[src/rx_cfg_params.svh]
/*
  Register offsets, field positions and reset values
  for the receiver configuration bank.
  Assumes byte-wide registers addressed directly by their offsets.
*/
`ifndef RX_CFG_PARAMS_SVH
`define RX_CFG_PARAMS_SVH

// ----------------------------------------
// offsets
// ----------------------------------------
`define OFS_RX_FILTER_BANDWIDTH 8'h10
`define OFS_RX_POLYPHASE_CENTER 8'h11
`define OFS_RX_SYNC_AND_BIT_CONTROL 8'h12
`define OFS_RX_RESERVED_BYTE 8'h13
`define OFS_RX_SIGNAL_STRENGTH 8'h14
`define OFS_RX_OOK_THRESHOLD_CONTROL 8'h15

// ----------------------------------------
// reset values
// ----------------------------------------
`define RST_LOWPASS_BW_CODE 4'hA
`define RST_RX_BW_CODE 4'h3
`define RST_POLYPHASE_CENTER_CODE 4'h3
`define RST_POLYPHASE_RESERVED 4'h8
`define RST_SYNC_LENGTH 2'h3
`define RST_RESERVED_BYTE 8'h07
`define RST_ZERO_BIT 1'h0
`define RST_ZERO_2 2'h0
`define RST_ZERO_3 3'h0
`define RST_ZERO_BYTE 8'h00
`define RST_SYNC_BITS 6'h20
`define RST_STEP_HALF_DB 4'h1

// ----------------------------------------
// field positions (low bit of each field)
// ----------------------------------------
`define POS_HIGH_NIBBLE 4
`define POS_POLYPHASE_ENABLE 7
`define POS_BITSYNC_BYPASS 6
`define POS_SYNC_ENABLE 5
`define POS_SYNC_LENGTH 3
`define POS_SYNC_TOLERANCE 1
`define POS_DECREMENT_SIZE 5
`define POS_DECREMENT_RATE 2
`define POS_AVERAGE_CUTOFF 0

`endif

[src/rx_cfg_pkg.sv]
/*
  Types shared by the receiver configuration bank.
  Assumes rx_cfg_params.svh holds every number.
*/
package rx_cfg_pkg;

  // register port request from software
  typedef struct packed {
    logic [7:0] addr;
    logic [7:0] wdata;
    logic wr;
    logic rd;
  } reg_req_t;

  // raw receiver setting codes, as stored, handed to the analog and demod logic
  typedef struct packed {
    logic [3:0] lowpass_bw_code;
    logic [3:0] rx_bw_code;
    logic [3:0] polyphase_center_code;
    logic [3:0] polyphase_reserved;
    logic polyphase_enable;
    logic bitsync_bypass;
    logic sync_enable;
    logic [1:0] sync_length_code;
    logic [1:0] sync_tolerance;
    logic sync_reserved;
    logic [7:0] reserved_byte;
    logic [2:0] threshold_decrement_size;
    logic [2:0] threshold_decrement_rate;
    logic [1:0] threshold_average_cutoff;
  } receiver_settings_t;

endpackage : rx_cfg_pkg

[src/rx_cfg_decode.sv]
/*
  Turns raw receiver_settings codes into derived quantities:
  sync pattern length in bits, tolerated errors, decrement step in
  half-dB units and decrement rate as a shift.
  Assumes codes come registered from the configuration bank.
*/
`timescale 1ns/1ns
`include "rx_cfg_params.svh"
module rx_cfg_decode (
  input wire logic clk_sys,
  input wire logic rstn,
  input wire logic [1:0] sync_length_code,
  input wire logic [1:0] sync_tolerance,
  input wire logic sync_enable,
  input wire logic [2:0] decrement_size,
  input wire logic [2:0] decrement_rate,
  output logic [5:0] sync_bits_r,
  output logic [1:0] max_errors_r,
  output logic [3:0] step_half_db_r,
  output logic rate_is_fast_r,
  output logic [1:0] rate_shift_r
);

  logic [5:0] sync_bits_nxt;
  logic [1:0] max_errors_nxt;
  logic [3:0] step_half_db_nxt;

  // ----------------------------------------
  // decode
  // ----------------------------------------
  // length is 8 times (code+1); tolerance only matters with matching on
  always_comb begin
    sync_bits_nxt = {1'b0, sync_length_code, 3'h0} + 6'h08;
    max_errors_nxt = sync_enable ? sync_tolerance : 2'h0;
    unique case (decrement_size)
      3'h0: step_half_db_nxt = 4'h1;
      3'h1: step_half_db_nxt = 4'h2;
      3'h2: step_half_db_nxt = 4'h3;
      3'h3: step_half_db_nxt = 4'h4;
      3'h4: step_half_db_nxt = 4'h6;
      3'h5: step_half_db_nxt = 4'h8;
      3'h6: step_half_db_nxt = 4'hA;
      3'h7: step_half_db_nxt = 4'hC;
    endcase
  end

  always_ff @(posedge clk_sys) begin
    if (!rstn) begin
      sync_bits_r <= `RST_SYNC_BITS;
      max_errors_r <= `RST_ZERO_2;
      step_half_db_r <= `RST_STEP_HALF_DB;
      rate_is_fast_r <= `RST_ZERO_BIT;
      rate_shift_r <= `RST_ZERO_2;
    end else begin
      sync_bits_r <= sync_bits_nxt;
      max_errors_r <= max_errors_nxt;
      step_half_db_r <= step_half_db_nxt;
      rate_is_fast_r <= decrement_rate[2];
      rate_shift_r <= decrement_rate[1:0];
    end
  end

endmodule : rx_cfg_decode

[src/rx_cfg_regs.sv]
/*
  Receiver configuration register bank, byte addresses 16 to 21.
  Assumes a simple strobe port on clk_sys; read data one cycle later.
*/
// How it works
// - address 16 bits 7-4 hold lowpass bandwidth code, reset 1010.
// - address 16 bits 3-0 hold receive bandwidth code, reset 0011.
// - address 17 bits 7-4 hold polyphase centre code, reset 0011.
// - address 18 bit 7 enables polyphase filter in OOK receive, reset off.
// - address 18 bit 6 set bypasses bit synchronizer, reset active.
// - address 18 bits 4-3 select sync length 8/16/24/32, reset 11.
// - bit 5 enables sync matching; bits 2-1 give tolerated errors, reset 0.
// - address 20 is read-only signal strength, 0.5 dB per bit; writes ignored.
// - address 21 bits 7-5 select threshold decrement size, reset 000.
// - address 21 bits 4-2 select threshold decrement rate, reset 000.
// - address 21 bits 1-0 select averaging cutoff; 01 and 10 forbidden.
`timescale 1ns/1ns
`include "rx_cfg_params.svh"
module rx_cfg_regs (
  input wire logic clk_sys,
  input wire logic rstn,
  input wire rx_cfg_pkg::reg_req_t req,
  input wire logic [7:0] signal_strength_in,
  output logic [7:0] rdata_r,
  output rx_cfg_pkg::receiver_settings_t settings_r,
  output logic [5:0] sync_bits_r,
  output logic [1:0] max_errors_r,
  output logic [3:0] step_half_db_r,
  output logic rate_is_fast_r,
  output logic [1:0] rate_shift_r
);
  import rx_cfg_pkg::*;

  receiver_settings_t settings_nxt;
  logic [7:0] rdata_nxt;
  logic [7:0] signal_strength_r;

  // ----------------------------------------
  // write path
  // ----------------------------------------
  // byte 19 and reserved bits are stored as written; software keeps them
  always_comb begin
    settings_nxt = settings_r;
    if (req.wr) begin
      unique case (req.addr)
        `OFS_RX_FILTER_BANDWIDTH: begin
          settings_nxt.lowpass_bw_code = req.wdata[7:`POS_HIGH_NIBBLE];
          settings_nxt.rx_bw_code = req.wdata[3:0];
        end
        `OFS_RX_POLYPHASE_CENTER: begin
          settings_nxt.polyphase_center_code = req.wdata[7:`POS_HIGH_NIBBLE];
          settings_nxt.polyphase_reserved = req.wdata[3:0];
        end
        `OFS_RX_SYNC_AND_BIT_CONTROL: begin
          settings_nxt.polyphase_enable = req.wdata[`POS_POLYPHASE_ENABLE];
          settings_nxt.bitsync_bypass = req.wdata[`POS_BITSYNC_BYPASS];
          settings_nxt.sync_enable = req.wdata[`POS_SYNC_ENABLE];
          settings_nxt.sync_length_code = req.wdata[`POS_SYNC_LENGTH +: 2];
          settings_nxt.sync_tolerance = req.wdata[`POS_SYNC_TOLERANCE +: 2];
          settings_nxt.sync_reserved = req.wdata[0];
        end
        `OFS_RX_RESERVED_BYTE: begin
          settings_nxt.reserved_byte = req.wdata;
        end
        `OFS_RX_OOK_THRESHOLD_CONTROL: begin
          settings_nxt.threshold_decrement_size = req.wdata[`POS_DECREMENT_SIZE +: 3];
          settings_nxt.threshold_decrement_rate = req.wdata[`POS_DECREMENT_RATE +: 3];
          settings_nxt.threshold_average_cutoff = req.wdata[`POS_AVERAGE_CUTOFF +: 2];
        end
        // signal strength and unmapped addresses: write dropped
        default: begin
        end
      endcase
    end
  end

  // ----------------------------------------
  // read path
  // ----------------------------------------
  // unmapped addresses read as zero; data valid only the cycle after
  always_comb begin
    rdata_nxt = 8'h00;
    if (req.rd) begin
      unique case (req.addr)
        `OFS_RX_FILTER_BANDWIDTH: rdata_nxt = {settings_r.lowpass_bw_code, settings_r.rx_bw_code};
        `OFS_RX_POLYPHASE_CENTER: rdata_nxt = {settings_r.polyphase_center_code, settings_r.polyphase_reserved};
        `OFS_RX_SYNC_AND_BIT_CONTROL: rdata_nxt = {settings_r.polyphase_enable, settings_r.bitsync_bypass,
                                                   settings_r.sync_enable, settings_r.sync_length_code,
                                                   settings_r.sync_tolerance, settings_r.sync_reserved};
        `OFS_RX_RESERVED_BYTE: rdata_nxt = settings_r.reserved_byte;
        `OFS_RX_SIGNAL_STRENGTH: rdata_nxt = signal_strength_r;
        `OFS_RX_OOK_THRESHOLD_CONTROL: rdata_nxt = {settings_r.threshold_decrement_size,
                                                    settings_r.threshold_decrement_rate,
                                                    settings_r.threshold_average_cutoff};
        default: rdata_nxt = 8'h00;
      endcase
    end
  end

  // ----------------------------------------
  // registers
  // ----------------------------------------
  // strength is sampled from the measurement logic on the same clock
  always_ff @(posedge clk_sys) begin
    if (!rstn) begin
      settings_r.lowpass_bw_code <= `RST_LOWPASS_BW_CODE;
      settings_r.rx_bw_code <= `RST_RX_BW_CODE;
      settings_r.polyphase_center_code <= `RST_POLYPHASE_CENTER_CODE;
      settings_r.polyphase_reserved <= `RST_POLYPHASE_RESERVED;
      settings_r.polyphase_enable <= `RST_ZERO_BIT;
      settings_r.bitsync_bypass <= `RST_ZERO_BIT;
      settings_r.sync_enable <= `RST_ZERO_BIT;
      settings_r.sync_length_code <= `RST_SYNC_LENGTH;
      settings_r.sync_tolerance <= `RST_ZERO_2;
      settings_r.sync_reserved <= `RST_ZERO_BIT;
      settings_r.reserved_byte <= `RST_RESERVED_BYTE;
      settings_r.threshold_decrement_size <= `RST_ZERO_3;
      settings_r.threshold_decrement_rate <= `RST_ZERO_3;
      settings_r.threshold_average_cutoff <= `RST_ZERO_2;
      rdata_r <= `RST_ZERO_BYTE;
      signal_strength_r <= `RST_ZERO_BYTE;
    end else begin
      settings_r <= settings_nxt;
      rdata_r <= rdata_nxt;
      signal_strength_r <= signal_strength_in;
    end
  end

  // ----------------------------------------
  // derived quantities
  // ----------------------------------------
  rx_cfg_decode u_decode (
    .clk_sys(clk_sys),
    .rstn(rstn),
    .sync_length_code(settings_r.sync_length_code),
    .sync_tolerance(settings_r.sync_tolerance),
    .sync_enable(settings_r.sync_enable),
    .decrement_size(settings_r.threshold_decrement_size),
    .decrement_rate(settings_r.threshold_decrement_rate),
    .sync_bits_r(sync_bits_r),
    .max_errors_r(max_errors_r),
    .step_half_db_r(step_half_db_r),
    .rate_is_fast_r(rate_is_fast_r),
    .rate_shift_r(rate_shift_r)
  );
endmodule : rx_cfg_regs

[config.mk]
export PLATFORM = sky130hd
export DESIGN_NAME = rx_cfg_regs
export DESIGN_NICKNAME = d
export VERILOG_FILES = /design/src/rx_cfg_pkg.sv /design/src/rx_cfg_decode.sv /design/src/rx_cfg_regs.sv
export VERILOG_INCLUDE_DIRS = /design/src
export SDC_FILE = /design/constraint.sdc
export NUM_CORES = 1
export LEC_CHECK = 0
export BUFFER_PORTS_ARGS = -buffer_cell sky130_fd_sc_hd__buf_2
export CAP_MARGIN = 30
export CELL_PAD_IN_SITES_DETAIL_PLACEMENT = 0
export CELL_PAD_IN_SITES_GLOBAL_PLACEMENT = 1
export CORE_MARGIN = 2
export CORE_UTILIZATION = 40
export DETAILED_ROUTE_END_ITERATION = 10
export GPL_TIMING_DRIVEN = 0
export PLACE_DENSITY_LB_ADDON = 0.1
export SETUP_SLACK_MARGIN = 0.05
export SYNTH_ARGS = -nofsm -noshare
export SYNTH_HDL_FRONTEND = slang
export SYNTH_SLANG_ARGS = --single-unit
[constraint.sdc]
create_clock -name clk_sys -period 4.2 [get_ports clk_sys]
set_clock_uncertainty 0.1 [all_clocks]
set_input_delay 0.21 -clock clk_sys [delete_from_list [all_inputs] [get_ports clk_sys]]
set_output_delay 0.21 -clock clk_sys [all_outputs]
set_load 0.02 [all_outputs]
==> metrics.md, run 1 <==
| Metric | Value |
|---|---|
| Register bit total from synthesis | `68` |
| DRC violation total after the first TritonRoute iteration | `103` |
| Number of cells on the worst reg-to-reg path | `5` |
| Core utilization of the finished layout | `52.6%` |
| Result of the run | `completed` |
| Via count of the first global-routing pass | `2292` |
| Slew of the pin with the lowest slew margin | `0.679 ns` |
| Vias after detailed routing | `2404` |
| Yosys top cell area share | `49.2%` |
| Cell family contributing the most delay on the critical path | `simple AND/OR/NAND/NOR gates` |
| Vert. Die Dim | `87.2 um` |
| Post-synth ARST share | `0%` |
| Maximum clock frequency | `0.574 GHz` |
| Clk_lat worst skew | `0.34 ns` |
| Number of stages on the worst hold path | `3` |
| Via density per instance | `5.00` |
| Synthesized area per cell | `9.47 um^2` |
| Global-route wire length before repair | `12200 um` |
| Number of max-cap violations | `0` |
| Number of buffers on the longest clock path | `2` |
| Minimum clock period after layout | `1.74 ns` |
| EDFF count, synth | `0` |
| Power density normalized to cell area | `347 nW/um^2` |
| DRC | `0` |
| Ys flop type | `sky130_fd_sc_hd__dfxtp_1` |
| Critical path's largest stage delay | `0.60 ns` |
| Die Span X | `87.2 um` |
| Unrepaired setup endpoints after global routing | `no` |
| Clk pin slew, worst setup/hold paths | `0.07 ns` |
| I/O pins | `91` |
| Number of routed nets with antenna violations | `0` |
| Global route total overflow | `0` |
| Worst hold margin | `0.0612 ns` |
| Global placement routability congestion | `0.818` |
| CTS buffer count | `9` |
| Post-synthesis to final-layout area growth | `28.5%` |
| Max Slew Vio Count | `0` |
| Buf+Inv Stages, Crit Path | `2` |
| # nets final | `429` |
| Max Fanout on Critical Path | `10` |
| Crit-path cells | `buf_2 -> nor4b_1 -> nand4b_1 -> clkbuf_1 -> mux2i_1 -> nand2_1` |
| TritonCTS clock tree | `done` |
| First-pass iteration count of the detailed router | `4` |
| Total routed wirelength | `7900 um` |
| Row cnt | `30` |
| Static leakage power | `1.62 nW` |
| Final cycle utilization of the critical path | `41.5%` |
| Sequential cell area fraction in the yosys report | `49.2%` |
| H-tree depth | `3` |
| Synthesis Warnings | `0` |
| Post-CTS resize count | `0` |
| Req. time, crit path | `4.31 ns` |
| Sinks on Clock Net | `68` |
| Kind of critical path | `primary input to flip-flop` |
| HPWL Detailed | `5830 um` |
| Cell type with the highest aggregate area in the netlist | `sky130_fd_sc_hd__dfxtp_1` |
| WP depth | `6` |
| Arrival time at the worst endpoint | `1.85 ns` |
| Floorplan core area | `6760 um^2` |
| Initial standard-cell utilization of the core | `40.9%` |
| Setup crit start kind | `primary input` |
| Final TNS setup | `0 ns` |
| CTS Root Buffer Type | `sky130_fd_sc_hd__clkbuf_8` |
| Worst-case vdd ir drop | `0.165 mV` |
| Kind of end point of the critical path | `flip-flop` |
| Overall die area | `7600 um^2` |
| Final Hold Violating Endpoints | `0` |
| Worst rel slew slack | `54.7%` |
| Ant diodes | `0` |
| Pin count of the biggest net entering global routing | `11` |
| Layout cells sized above 1 | `32.4%` |
| Post-CTS Hold Fix Bufs | `8` |
| Buffers added on ports | `85` |
| Number of antenna violations at the first check in global routing | `0` |
| Average wire per cell in the routed design | `16.4 um` |
| Hold Path Class | `primary input to flip-flop` |
| Post-route setup slack | `2.46 ns` |
| Number of setup violations in the final report | `0` |
| Count of cell types in the netlist | `32` |
| FILL cells | `698` |
| Synthesized instance count | `292` |
| Area of the mapped netlist | `2770 um^2` |
| Global-route usage over all layers | `21.5%` |
| Main area contributors after synthesis | `sky130_fd_sc_hd__dfxtp_1 49%, sky130_fd_sc_hd__mux2i_1 6.5%, sky130_fd_sc_hd__mux2_2 6.5%, sky130_fd_sc_hd__nand3_1 5.4%, sky130_fd_sc_hd__o21ai_0 5.2%` |
| Post-Place Worst Slack | `2.05 ns` |
| Standard cell with the maximum stage delay on the critical path | `sky130_fd_sc_hd__nor4b_1` |
| Buffers inserted by post-CTS timing repair | `0` |
-- stage by stage --
| stage | instance area, um^2 | total power [mW] | instances |
|---|---|---|---|
| 3_3_place_gp | 3300 | 0.754 | 459 |
| 5_1_grt | 3550 | 1.27 | 481 |
| 3_5_place_dp | 3300 | 0.754 | 459 |
| 4_1_cts | 3550 | 1.24 | 481 |
| 6_report | 3550 | 1.23 | 481 |
| 2_1_floorplan | 2770 | 0.717 | 294 |
-- sequential cells by signal, summed over array words and instances (netlist names) --
signal / count
u_decode.sync_bits_r: 3
u_decode.rate_shift_r: 2
u_decode.rate_is_fast_r: 1
rdata_r: 8
u_decode.max_errors_r: 2
u_decode.step_half_db_r: 4
signal_strength_r: 8
settings_r: 40
-- placed cells by master, fill, tap and decap left out --
cell                            synthesis  layout
sky130_fd_sc_hd__nor4b_1                1       1
sky130_fd_sc_hd__nand2b_1               1       1
sky130_fd_sc_hd__and3b_1                2       2
sky130_fd_sc_hd__nor2b_1                7       7
sky130_fd_sc_hd__o21ai_0               29      29
sky130_fd_sc_hd__dfxtp_1               68      68
sky130_fd_sc_hd__nor3_4                 1       1
sky130_fd_sc_hd__inv_1                  6       6
sky130_fd_sc_hd__buf_4                  5       5
sky130_fd_sc_hd__and3_1                 3       3
sky130_fd_sc_hd__a22oi_1                6       6
sky130_fd_sc_hd__a21oi_1                1       1
sky130_fd_sc_hd__ha_1                   3       3
sky130_fd_sc_hd__nand4bb_1              1       1
sky130_fd_sc_hd__clkbuf_8               0      12
sky130_fd_sc_hd__nor4b_4                1       1
sky130_fd_sc_hd__dlygate4sd3_1          0       8
sky130_fd_sc_hd__nor3b_1                1       1
sky130_fd_sc_hd__nand3_1               30      30
sky130_fd_sc_hd__clkbuf_1              11      11
sky130_fd_sc_hd__mux2i_1               18      18
sky130_fd_sc_hd__nand2_1               35      35
sky130_fd_sc_hd__nor3_1                 6       6
sky130_fd_sc_hd__mux2_2                16      16
sky130_fd_sc_hd__or4b_4                 1       1
sky130_fd_sc_hd__clkinv_2               0       2
sky130_fd_sc_hd__nand4b_1               1       1
sky130_fd_sc_hd__conb_1                 1       3
sky130_fd_sc_hd__and2_1                10      10
sky130_fd_sc_hd__buf_2                  6      91
sky130_fd_sc_hd__buf_1                  2       2
sky130_fd_sc_hd__o22a_1                 3       3
sky130_fd_sc_hd__nor2_1                10      10
sky130_fd_sc_hd__a221oi_1               5       5
sky130_fd_sc_hd__buf_6                  1       1
-- cells by family after synthesis --
group,synth area share (%)
other cells,0.136
fa+ha+maj,1.36
simple gates,21.3
compound gates,9.59
flops,49.2
buf+inv,5.43
mux,13.0
-- synth_stat cells (2+ instances only) --
cell type	instances
sky130_fd_sc_hd__o21ai_0	29
sky130_fd_sc_hd__nand2_1	35
sky130_fd_sc_hd__inv_1	6
sky130_fd_sc_hd__and3b_1	2
sky130_fd_sc_hd__mux2i_1	18
sky130_fd_sc_hd__buf_4	5
sky130_fd_sc_hd__and2_1	10
sky130_fd_sc_hd__nor3_1	6
sky130_fd_sc_hd__and3_1	3
sky130_fd_sc_hd__a22oi_1	6
sky130_fd_sc_hd__buf_1	2
sky130_fd_sc_hd__buf_2	6
sky130_fd_sc_hd__dfxtp_1	68
sky130_fd_sc_hd__o22a_1	3
sky130_fd_sc_hd__ha_1	3
sky130_fd_sc_hd__nor2b_1	7
sky130_fd_sc_hd__mux2_2	16
sky130_fd_sc_hd__a221oi_1	5
sky130_fd_sc_hd__nor2_1	10
sky130_fd_sc_hd__nand3_1	30
sky130_fd_sc_hd__clkbuf_1	11
-- report_power, final --
group          leakage [nW]  internal, mW  switching, mW
Clock                0.0941         0.254          0.234
Combinational         0.971        0.0393         0.0558
Sequential            0.550         0.649        0.00157
Total                  1.62         0.943          0.292
-- per-layer routing --
layer | track usage (%) | wire (um) | up-vias | share of wire [%]
met4 | 8.67 | 163 | 0 | 2.1
met2 | 33.2 | 3430 | 64 | 43
li1 | - | - | 1222 | -
met1 | 29.8 | 3980 | 1103 | 50
met3 | 3.89 | 318 | 15 | 4.0
met5 | 0 | 0 | - | 0
-- tightest hold or removal path, cell delays in order --
cell                      delay (ns)
sky130_fd_sc_hd__buf_2          0.12
sky130_fd_sc_hd__nand3_1        0.07
sky130_fd_sc_hd__o21ai_0        0.07
-- worst paths after layout --
kind	start	end	slack, ns
max reg2reg	settings_r[5]$_SDFFE_PN0P_	u_decode.step_half_db_r[1]$_SDFF_PN0_	2.89
min reg2reg	settings_r[22]$_SDFFE_PN0P_	settings_r[22]$_SDFFE_PN0P_	0.37
max	req[15]	settings_r[39]$_SDFFE_PN1P_	2.46
min	req[5]	settings_r[3]$_SDFFE_PN0P_	0.06
-- final cells by class --
class	count	area, um^2	share of cell area (%)
plain buffers	25	128	3.59
clock inverters	2	10.0	0.282
inverters	6	22.5	0.634
multi-input cells	195	1260	35.5
well taps	80	100	2.82
flip-flops and latches	68	1360	38.3
repair buffers	93	505	14.2
clock buffers	12	165	4.65
Power figures use the tool's default switching activity.
==> inputs of run 2 (changes only) <==
Settings changed: CORE_UTILIZATION 40 to 37.
Clock period 4.2 ns to 1.7 ns, I/O delays scaled along.
==> metrics.md, run 2 (synthesis results as in run 1) <==
| Metric | Value |
|---|---|
| Result of the run | `completed (unchanged)` |
| Cell family contributing the most delay on the critical path | `buffers and inverters (was simple AND/OR/NAND/NOR gates)` |
| Floorplan core area | `7250 um^2 (was 6760 um^2)` |
| TritonCTS clock tree | `done (unchanged)` |
| First-pass iteration count of the detailed router | `4 (unchanged)` |
| DRC | `0 (unchanged)` |
| Worst hold margin | `0.0506 ns (was 0.0612 ns)` |
| CTS buffer count | `9 (unchanged)` |
| Number of antenna violations at the first check in global routing | `0 (unchanged)` |
| Critical path's largest stage delay | `0.42 ns (was 0.60 ns)` |
| Req. time, crit path | `1.87 ns (was 4.31 ns)` |
| Max Fanout on Critical Path | `10 (unchanged)` |
| Global placement routability congestion | `0.787 (was 0.818)` |
| Hold Path Class | `primary input to flip-flop (unchanged)` |
| Buf+Inv Stages, Crit Path | `3 (was 2)` |
| Post-Place Worst Slack | `-0.275 ns (was 2.05 ns)` |
| Via density per instance | `4.80 (was 5.00)` |
| Terminating pin of the worst hold path | `settings_r[19]$_SDFFE_PN1P_ (was settings_r[3]$_SDFFE_PN0P_)` |
| Number of stages on the worst hold path | `3 (unchanged)` |
| Global route total overflow | `0 (unchanged)` |
| Number of routed nets with antenna violations | `0 (unchanged)` |
| Post-synthesis to final-layout area growth | `34.0% (was 28.5%)` |
| Met2 wire length | `3570 um (was 3430 um)` |
| Number of max-cap violations | `0 (unchanged)` |
| Layout cells sized above 1 | `31.9% (was 32.4%)` |
| Vias after detailed routing | `2449 (was 2404)` |
| Top register by number of flip-flops | `settings_r (unchanged)` |
| Die Span X | `90.5 um (was 87.2 um)` |
| HPWL Detailed | `5880 um (was 5830 um)` |
| CP dominant cell by count | `sky130_fd_sc_hd__buf_2` |
| Buffers inserted by post-CTS timing repair | `0 (unchanged)` |
| Kind of critical path | `primary input to flip-flop (unchanged)` |
| Met1 routed wirelength after detailed routing | `4050 um (was 3980 um)` |
| Worst Min Path Start | `req[13] (was req[5])` |
| # nets final | `437 (was 429)` |
| CTS Root Buffer Type | `sky130_fd_sc_hd__clkbuf_8 (unchanged)` |
| Flip-flop count of the largest register, all copies and words added | `40 (unchanged)` |
| Kind of end point of the critical path | `flip-flop (unchanged)` |
| Clk_lat worst skew | `0.34 ns (about the same)` |
| Top Metal Used | `met4 (unchanged)` |
| Static leakage power | `1.66 nW (was 1.62 nW)` |
| Final Hold Violating Endpoints | `0 (unchanged)` |
| Capturing point of the worst reg2reg path | `u_decode.step_half_db_r[1]$_SDFF_PN0_ (unchanged)` |
| Worst rel slew slack | `59.6% (was 54.7%)` |
| Unrepaired setup endpoints after global routing | `no (unchanged)` |
| Power density normalized to cell area | `897 nW/um^2 (was 347 nW/um^2)` |
| Ant diodes | `0 (unchanged)` |
| Vert. Die Dim | `90.5 um (was 87.2 um)` |
| Slew of the pin with the lowest slew margin | `0.606 ns (was 0.679 ns)` |
| Crit-path cells | `buf_2 -> nor2b_1 -> and3_1 -> clkbuf_1 -> buf_2 -> nand3_1 -> o21ai_0 (was buf_2 -> nor4b_1 -> nand4b_1 -> clkbuf_1 -> mux2i_1 -> nand2_1)` |
| Via count of the first global-routing pass | `2352 (was 2292)` |
| Sinks on Clock Net | `68 (unchanged)` |
| Arrival time at the worst endpoint | `1.66 ns (was 1.85 ns)` |
| Highest-count cells in the layout ignoring fill and taps | `91 x sky130_fd_sc_hd__buf_2, 68 x sky130_fd_sc_hd__dfxtp_1, 35 x sky130_fd_sc_hd__nand2_1 (unchanged)` |
| Overall die area | `8180 um^2 (was 7600 um^2)` |
| Largest registers in the final layout | `settings_r: 40 flops, rdata_r: 8 flops, signal_strength_r: 8 flops (unchanged)` |
| FILL cells | `733 (was 698)` |
| Buffers added on ports | `85 (unchanged)` |
| Core utilization of the finished layout | `51.1% (was 52.6%)` |
| Row cnt | `31 (was 30)` |
| I/O pins | `91 (unchanged)` |
| Final cycle utilization of the critical path | `87.4%` |
| Post-route setup slack | `0.215 ns (was 2.46 ns)` |
| H-tree depth | `3 (unchanged)` |
| Launching point of the worst reg2reg path | `settings_r[5]$_SDFFE_PN0P_ (unchanged)` |
| DRC violation total after the first TritonRoute iteration | `84 (was 103)` |
| Total power after layout | `3.33 mW (was 1.23 mW)` |
| Number of buffers on the longest clock path | `2 (unchanged)` |
| Average wire per cell in the routed design | `15.9 um (was 16.4 um)` |
| Setup crit start kind | `primary input (unchanged)` |
| Worst-case register-to-register setup slack | `0.40 ns (was 2.89 ns)` |
| Clk pin slew, worst setup/hold paths | `0.07 ns (about the same)` |
| Minimum clock period after layout | `1.49 ns` |
| Standard cell with the maximum stage delay on the critical path | `sky130_fd_sc_hd__nor2b_1 (was sky130_fd_sc_hd__nor4b_1)` |
| Max Slew Vio Count | `0 (unchanged)` |
| Met3 routed WL | `438 um (was 318 um)` |
| Number of setup violations in the final report | `0 (unchanged)` |
| Leading cell type in the layout, fill and taps excluded | `sky130_fd_sc_hd__buf_2 (unchanged)` |
| Worst-case vdd ir drop | `0.528 mV (was 0.165 mV)` |
| Initial standard-cell utilization of the core | `38.1% (was 40.9%)` |
| Global-route wire length before repair | `13000 um (was 12200 um)` |
| Global-route usage over all layers | `20.6% (was 21.5%)` |
| Total routed wirelength | `8120 um (was 7900 um)` |
| Pin count of the biggest net entering global routing | `12 (was 11)` |
| Number of cells on the worst reg-to-reg path | `5 (unchanged)` |
| Maximum clock frequency | `0.673 GHz` |
==> run 2: changes by cell type in the layout (fill, tap and decap cells not counted), sizes merged <==
cell / previous run / this run
bufinv: 0 / 2
clkinv: 2 / 1
clkinvlp: 0 / 1
dlygate4sd3: 8 / 16
==> run 2: metrics by stage <==
step           setup TNS, ns  cell area (um^2)  instances
2_1_floorplan              0              2770        294
6_report                   0              3710        510
3_5_place_dp           -5.29              3320        478
3_3_place_gp           -5.69              3320        478
5_1_grt                    0              3710        510
4_1_cts                    0              3700        510
==> run 2: routing by layer <==
metal  GRT usage [%]  vias to the layer above
met2            30.8                       77
met1            29.0                     1131
met3            6.09                        5
met4            5.38                        0
met5               0                        -
li1                -                     1236
==> run 2: power breakdown <==
part,leakage [nW],switching [mW],internal [mW]
sequential,0.550,0.00391,1.60
combinational,1.01,0.143,0.110
clock,0.107,0.602,0.865
==> run 2: what timing repair did <==
| action | in CTS | in global routing |
|---|---|---|
| setup endpoints to repair | 0 | 19 |
| resized for setup | 0 | 1 |
| hold endpoints to repair | 47 | 0 |
| hold buffers | 16 | 0 |
==> run 2: how the worst max path moves through the flow <==
stage / from / to / slack, ns / depth (start not counted)
after floorplan: req[15] / settings_r[28]$_SDFFE_PN1P_ / 0.19 / 4
after global placement: req[15] / settings_r[12]$_SDFFE_PN0P_ / -0.29 / 6
after detailed placement: req[15] / settings_r[15]$_SDFFE_PN0P_ / -0.28 / 6
after CTS: req[15] / settings_r[11]$_SDFFE_PN0P_ / 0.08 / 6
after global routing: req[12] / settings_r[5]$_SDFFE_PN0P_ / 0.09 / 7
final: req[12] / settings_r[5]$_SDFFE_PN0P_ / 0.21 / 7
==> run 2: final cells by class <==
cell class	count	area [um^2]	share of cell area (%)
clock inverters	4	72.6	1.96
flip-flops and latches	68	1360	36.7
inverters	6	22.5	0.607
repair buffers	101	586	15.8
well taps	99	124	3.34
multi-input cells	195	1270	34.2
plain buffers	25	128	3.44
clock buffers	12	145	3.91
==> run 2: worst register-to-register path, cell delays in order (launching register included) <==
cell                      delay (ns)
sky130_fd_sc_hd__dfxtp_1        0.45
sky130_fd_sc_hd__inv_1          0.07
sky130_fd_sc_hd__ha_1           0.29
sky130_fd_sc_hd__inv_1          0.07
sky130_fd_sc_hd__mux2i_1        0.06
sky130_fd_sc_hd__and2_1         0.16
==> inputs of run 3 (changes only) <==
Settings changed: CORE_MARGIN 2 to 1.5, PLACE_DENSITY_LB_ADDON 0.1 to 0.08.
==> metrics.md, run 3 (synthesis results as in run 1) <==
| Metric | Value |
|---|---|
| Result of the run | `completed (unchanged)` |
| Final Hold Violating Endpoints | `0 (unchanged)` |
| Total routed wirelength | `8200 um (was 8120 um)` |
| Kind of critical path | `primary input to flip-flop (unchanged)` |
| Placed Instances | `478 (unchanged)` |
| Number of antenna violations at the first check in global routing | `0 (unchanged)` |
| HPWL Detailed | `5870 um (was 5880 um)` |
| Final cycle utilization of the critical path | `86.1% (was 87.4%)` |
| Buffers added on ports | `85 (unchanged)` |
| Core utilization of the finished layout | `51.4% (was 51.1%)` |
| First-pass iteration count of the detailed router | `4 (unchanged)` |
| Number of buffers on the longest clock path | `2 (unchanged)` |
| Max Fanout on Critical Path | `10 (unchanged)` |
| Clock group share of total power | `45.5% (was 44.1%)` |
| Number of max-cap violations | `0 (unchanged)` |
| Req. time, crit path | `1.87 ns (about the same)` |
| CTS Root Buffer Type | `sky130_fd_sc_hd__clkbuf_8 (unchanged)` |
| Die Span X | `89.5 um (was 90.5 um)` |
| Post-route setup slack | `0.236 ns (was 0.215 ns)` |
| Layout cells sized above 1 | `32.4% (was 31.9%)` |
| I/O pins | `91 (unchanged)` |
| Vias after detailed routing | `2498 (was 2449)` |
| Part of the total power dissipated in combinational logic | `7.4% (was 7.6%)` |
| CP dominant cell by count | `sky130_fd_sc_hd__buf_2 (unchanged)` |
| Kind of end point of the critical path | `flip-flop (unchanged)` |
| Average wire per cell in the routed design | `16.1 um (was 15.9 um)` |
| Int Pwr | `2.65 mW (was 2.58 mW)` |
| Initial standard-cell utilization of the core | `38.1% (unchanged)` |
| H-tree depth | `3 (unchanged)` |
| Global route total overflow | `0 (unchanged)` |
| Clk_lat worst skew | `0.35 ns (was 0.34 ns)` |
| Hold Path Class | `primary input to flip-flop (unchanged)` |
| CTS buffer count | `9 (unchanged)` |
| FILL cells | `727 (was 733)` |
| Global-route usage over all layers | `21.3% (was 20.6%)` |
| Number of stages on the worst hold path | `3 (unchanged)` |
| Unrepaired setup endpoints after global routing | `no (unchanged)` |
| Clk pin slew, worst setup/hold paths | `0.07 ns (about the same)` |
| Via count of the first global-routing pass | `2175 (was 2352)` |
| Top register by number of flip-flops | `settings_r (unchanged)` |
| Sinks on Clock Net | `68 (unchanged)` |
| Post-Place Worst Slack | `-0.296 ns (was -0.275 ns)` |
| Ant diodes | `0 (unchanged)` |
| Arrival time at the worst endpoint | `1.64 ns (was 1.66 ns)` |
| Post-synthesis to final-layout area growth | `34.6% (was 34.0%)` |
| Standard cell with the maximum stage delay on the critical path | `sky130_fd_sc_hd__nor2b_1 (unchanged)` |
| DRC | `0 (unchanged)` |
| Flip-flop count of the largest register, all copies and words added | `40 (unchanged)` |
| Static leakage power | `1.68 nW (was 1.66 nW)` |
| Floorplan core area | `7250 um^2 (unchanged)` |
| Via density per instance | `4.90 (was 4.80)` |
| Setup crit start kind | `primary input (unchanged)` |
| Non-Filler Instances | `510 (unchanged)` |
| Row cnt | `31 (unchanged)` |
| Critical path's largest stage delay | `0.40 ns (was 0.42 ns)` |
| Worst-case vdd ir drop | `0.425 mV (was 0.528 mV)` |
| Minimum clock period after layout | `1.46 ns (was 1.49 ns)` |
| # nets final | `437 (unchanged)` |
| Overall die area | `8000 um^2 (was 8180 um^2)` |
| Power density normalized to cell area | `916 nW/um^2 (was 897 nW/um^2)` |
| Maximum clock frequency | `0.683 GHz (was 0.673 GHz)` |
| Number of routed nets with antenna violations | `0 (unchanged)` |
| Slew of the pin with the lowest slew margin | `0.659 ns (was 0.606 ns)` |
| Worst rel slew slack | `56.1% (was 59.6%)` |
| TritonCTS clock tree | `done (unchanged)` |
| Share of power burned in registers | `47.1% (was 48.3%)` |
| Leading cell type in the layout, fill and taps excluded | `sky130_fd_sc_hd__buf_2 (unchanged)` |
| DRC violation total after the first TritonRoute iteration | `124 (was 84)` |
| WP depth | `7 (unchanged)` |
| Cell family contributing the most delay on the critical path | `buffers and inverters (unchanged)` |
| Largest registers in the final layout | `settings_r: 40 flops, rdata_r: 8 flops, signal_strength_r: 8 flops (unchanged)` |
| Vert. Die Dim | `89.5 um (was 90.5 um)` |
| Number of setup violations in the final report | `0 (unchanged)` |
| Global-route wire length before repair | `12100 um (was 13000 um)` |
| Number of cells on the worst reg-to-reg path | `4 (was 5)` |
| Net switching share of the total power | `22.2% (was 22.5%)` |
| Pin count of the biggest net entering global routing | `12 (unchanged)` |
| Global placement routability congestion | `0.801 (was 0.787)` |
| Sw Pwr | `0.757 mW (was 0.749 mW)` |
| Buf+Inv Stages, Crit Path | `3 (unchanged)` |
| Highest-count cells in the layout ignoring fill and taps | `91 x sky130_fd_sc_hd__buf_2, 68 x sky130_fd_sc_hd__dfxtp_1, 35 x sky130_fd_sc_hd__nand2_1 (unchanged)` |
| Crit-path cells | `buf_2 -> nor2b_1 -> and3_1 -> clkbuf_1 -> buf_2 -> nand3_1 -> o21ai_0 (unchanged)` |
| Max Slew Vio Count | `0 (unchanged)` |
==> run 3: cell types whose count changed in the layout (fill, tap and decap cells not counted), sizes merged <==
| cell | before | now |
|---|---|---|
| clkinvlp | 1 | 0 |
| clkinv | 1 | 2 |
==> run 3: final timing paths <==
| check | from | endpoint | slack [ns] |
|---|---|---|---|
| max | req[12] | settings_r[5]$_SDFFE_PN0P_ | 0.24 |
| min | req[13] | settings_r[19]$_SDFFE_PN1P_ | 0.03 |
| max reg2reg | settings_r[15]$_SDFFE_PN0P_ | rdata_r[7]$_SDFF_PN0_ | 0.42 |
| min reg2reg | settings_r[3]$_SDFFE_PN0P_ | u_decode.rate_shift_r[1]$_SDFF_PN0_ | 0.36 |
==> run 3: power by group through the flow <==
| stage | combinational [mW] | clock [mW] | sequential [mW] |
|---|---|---|---|
| 6_report | 0.253 | 1.55 | 1.61 |
| 5_1_grt | 0.274 | 1.65 | 1.61 |
| 4_1_cts | 0.251 | 1.57 | 1.61 |
| 3_5_place_dp | 0.222 | 0 | 1.64 |
| 3_3_place_gp | 0.223 | 0 | 1.64 |
| 2_1_floorplan | 0.125 | 0 | 1.65 |
==> run 3: what timing repair did <==
action	in CTS	in global routing
hold buffers	16	0
endpoints found under the hold margin	47	0
setup buffers	0	0
resized for setup	0	1
endpoints found under the setup margin	0	19
==> run 3: metal layers <==
| layer | vias to the layer above | part of all wire, % | global-route usage, % |
|---|---|---|---|
| met1 | 1178 | 49 | 29.5 |
| met5 | - | 0 | 0 |
| met2 | 76 | 44 | 32.0 |
| met4 | 0 | 1.3 | 8.25 |
| li1 | 1232 | - | - |
| met3 | 12 | 5.0 | 4.99 |
==> run 3: final cells by class <==
cell class / instances / area (um^2) / area share, %
flip-flops and latches: 68 / 1360 / 36.5
multi-input cells: 195 / 1270 / 34.1
repair buffers: 101 / 586 / 15.7
clock buffers: 12 / 165 / 4.43
plain buffers: 25 / 128 / 3.43
well taps: 99 / 124 / 3.33
clock inverters: 4 / 70.1 / 1.88
inverters: 6 / 22.5 / 0.605
==> run 3: tightest hold or removal path: stages <==
cell and delay (ns):
sky130_fd_sc_hd__buf_2 0.14, sky130_fd_sc_hd__nor3_4 0.08, sky130_fd_sc_hd__mux2i_1 0.12
==> run 3: metrics by stage <==
stage | total power [mW] | TNS, ns | hold slack (ns) | instance area (um^2)
after floorplan | 1.77 | 0 | 0.110 | 2770
after global placement | 1.87 | -5.61 | 0.195 | 3320
final | 3.41 | 0 | 0.0267 | 3720
after CTS | 3.43 | 0 | 0.0250 | 3720
after global routing | 3.53 | 0 | 0.0408 | 3720
after detailed placement | 1.87 | -5.72 | 0.194 | 3320
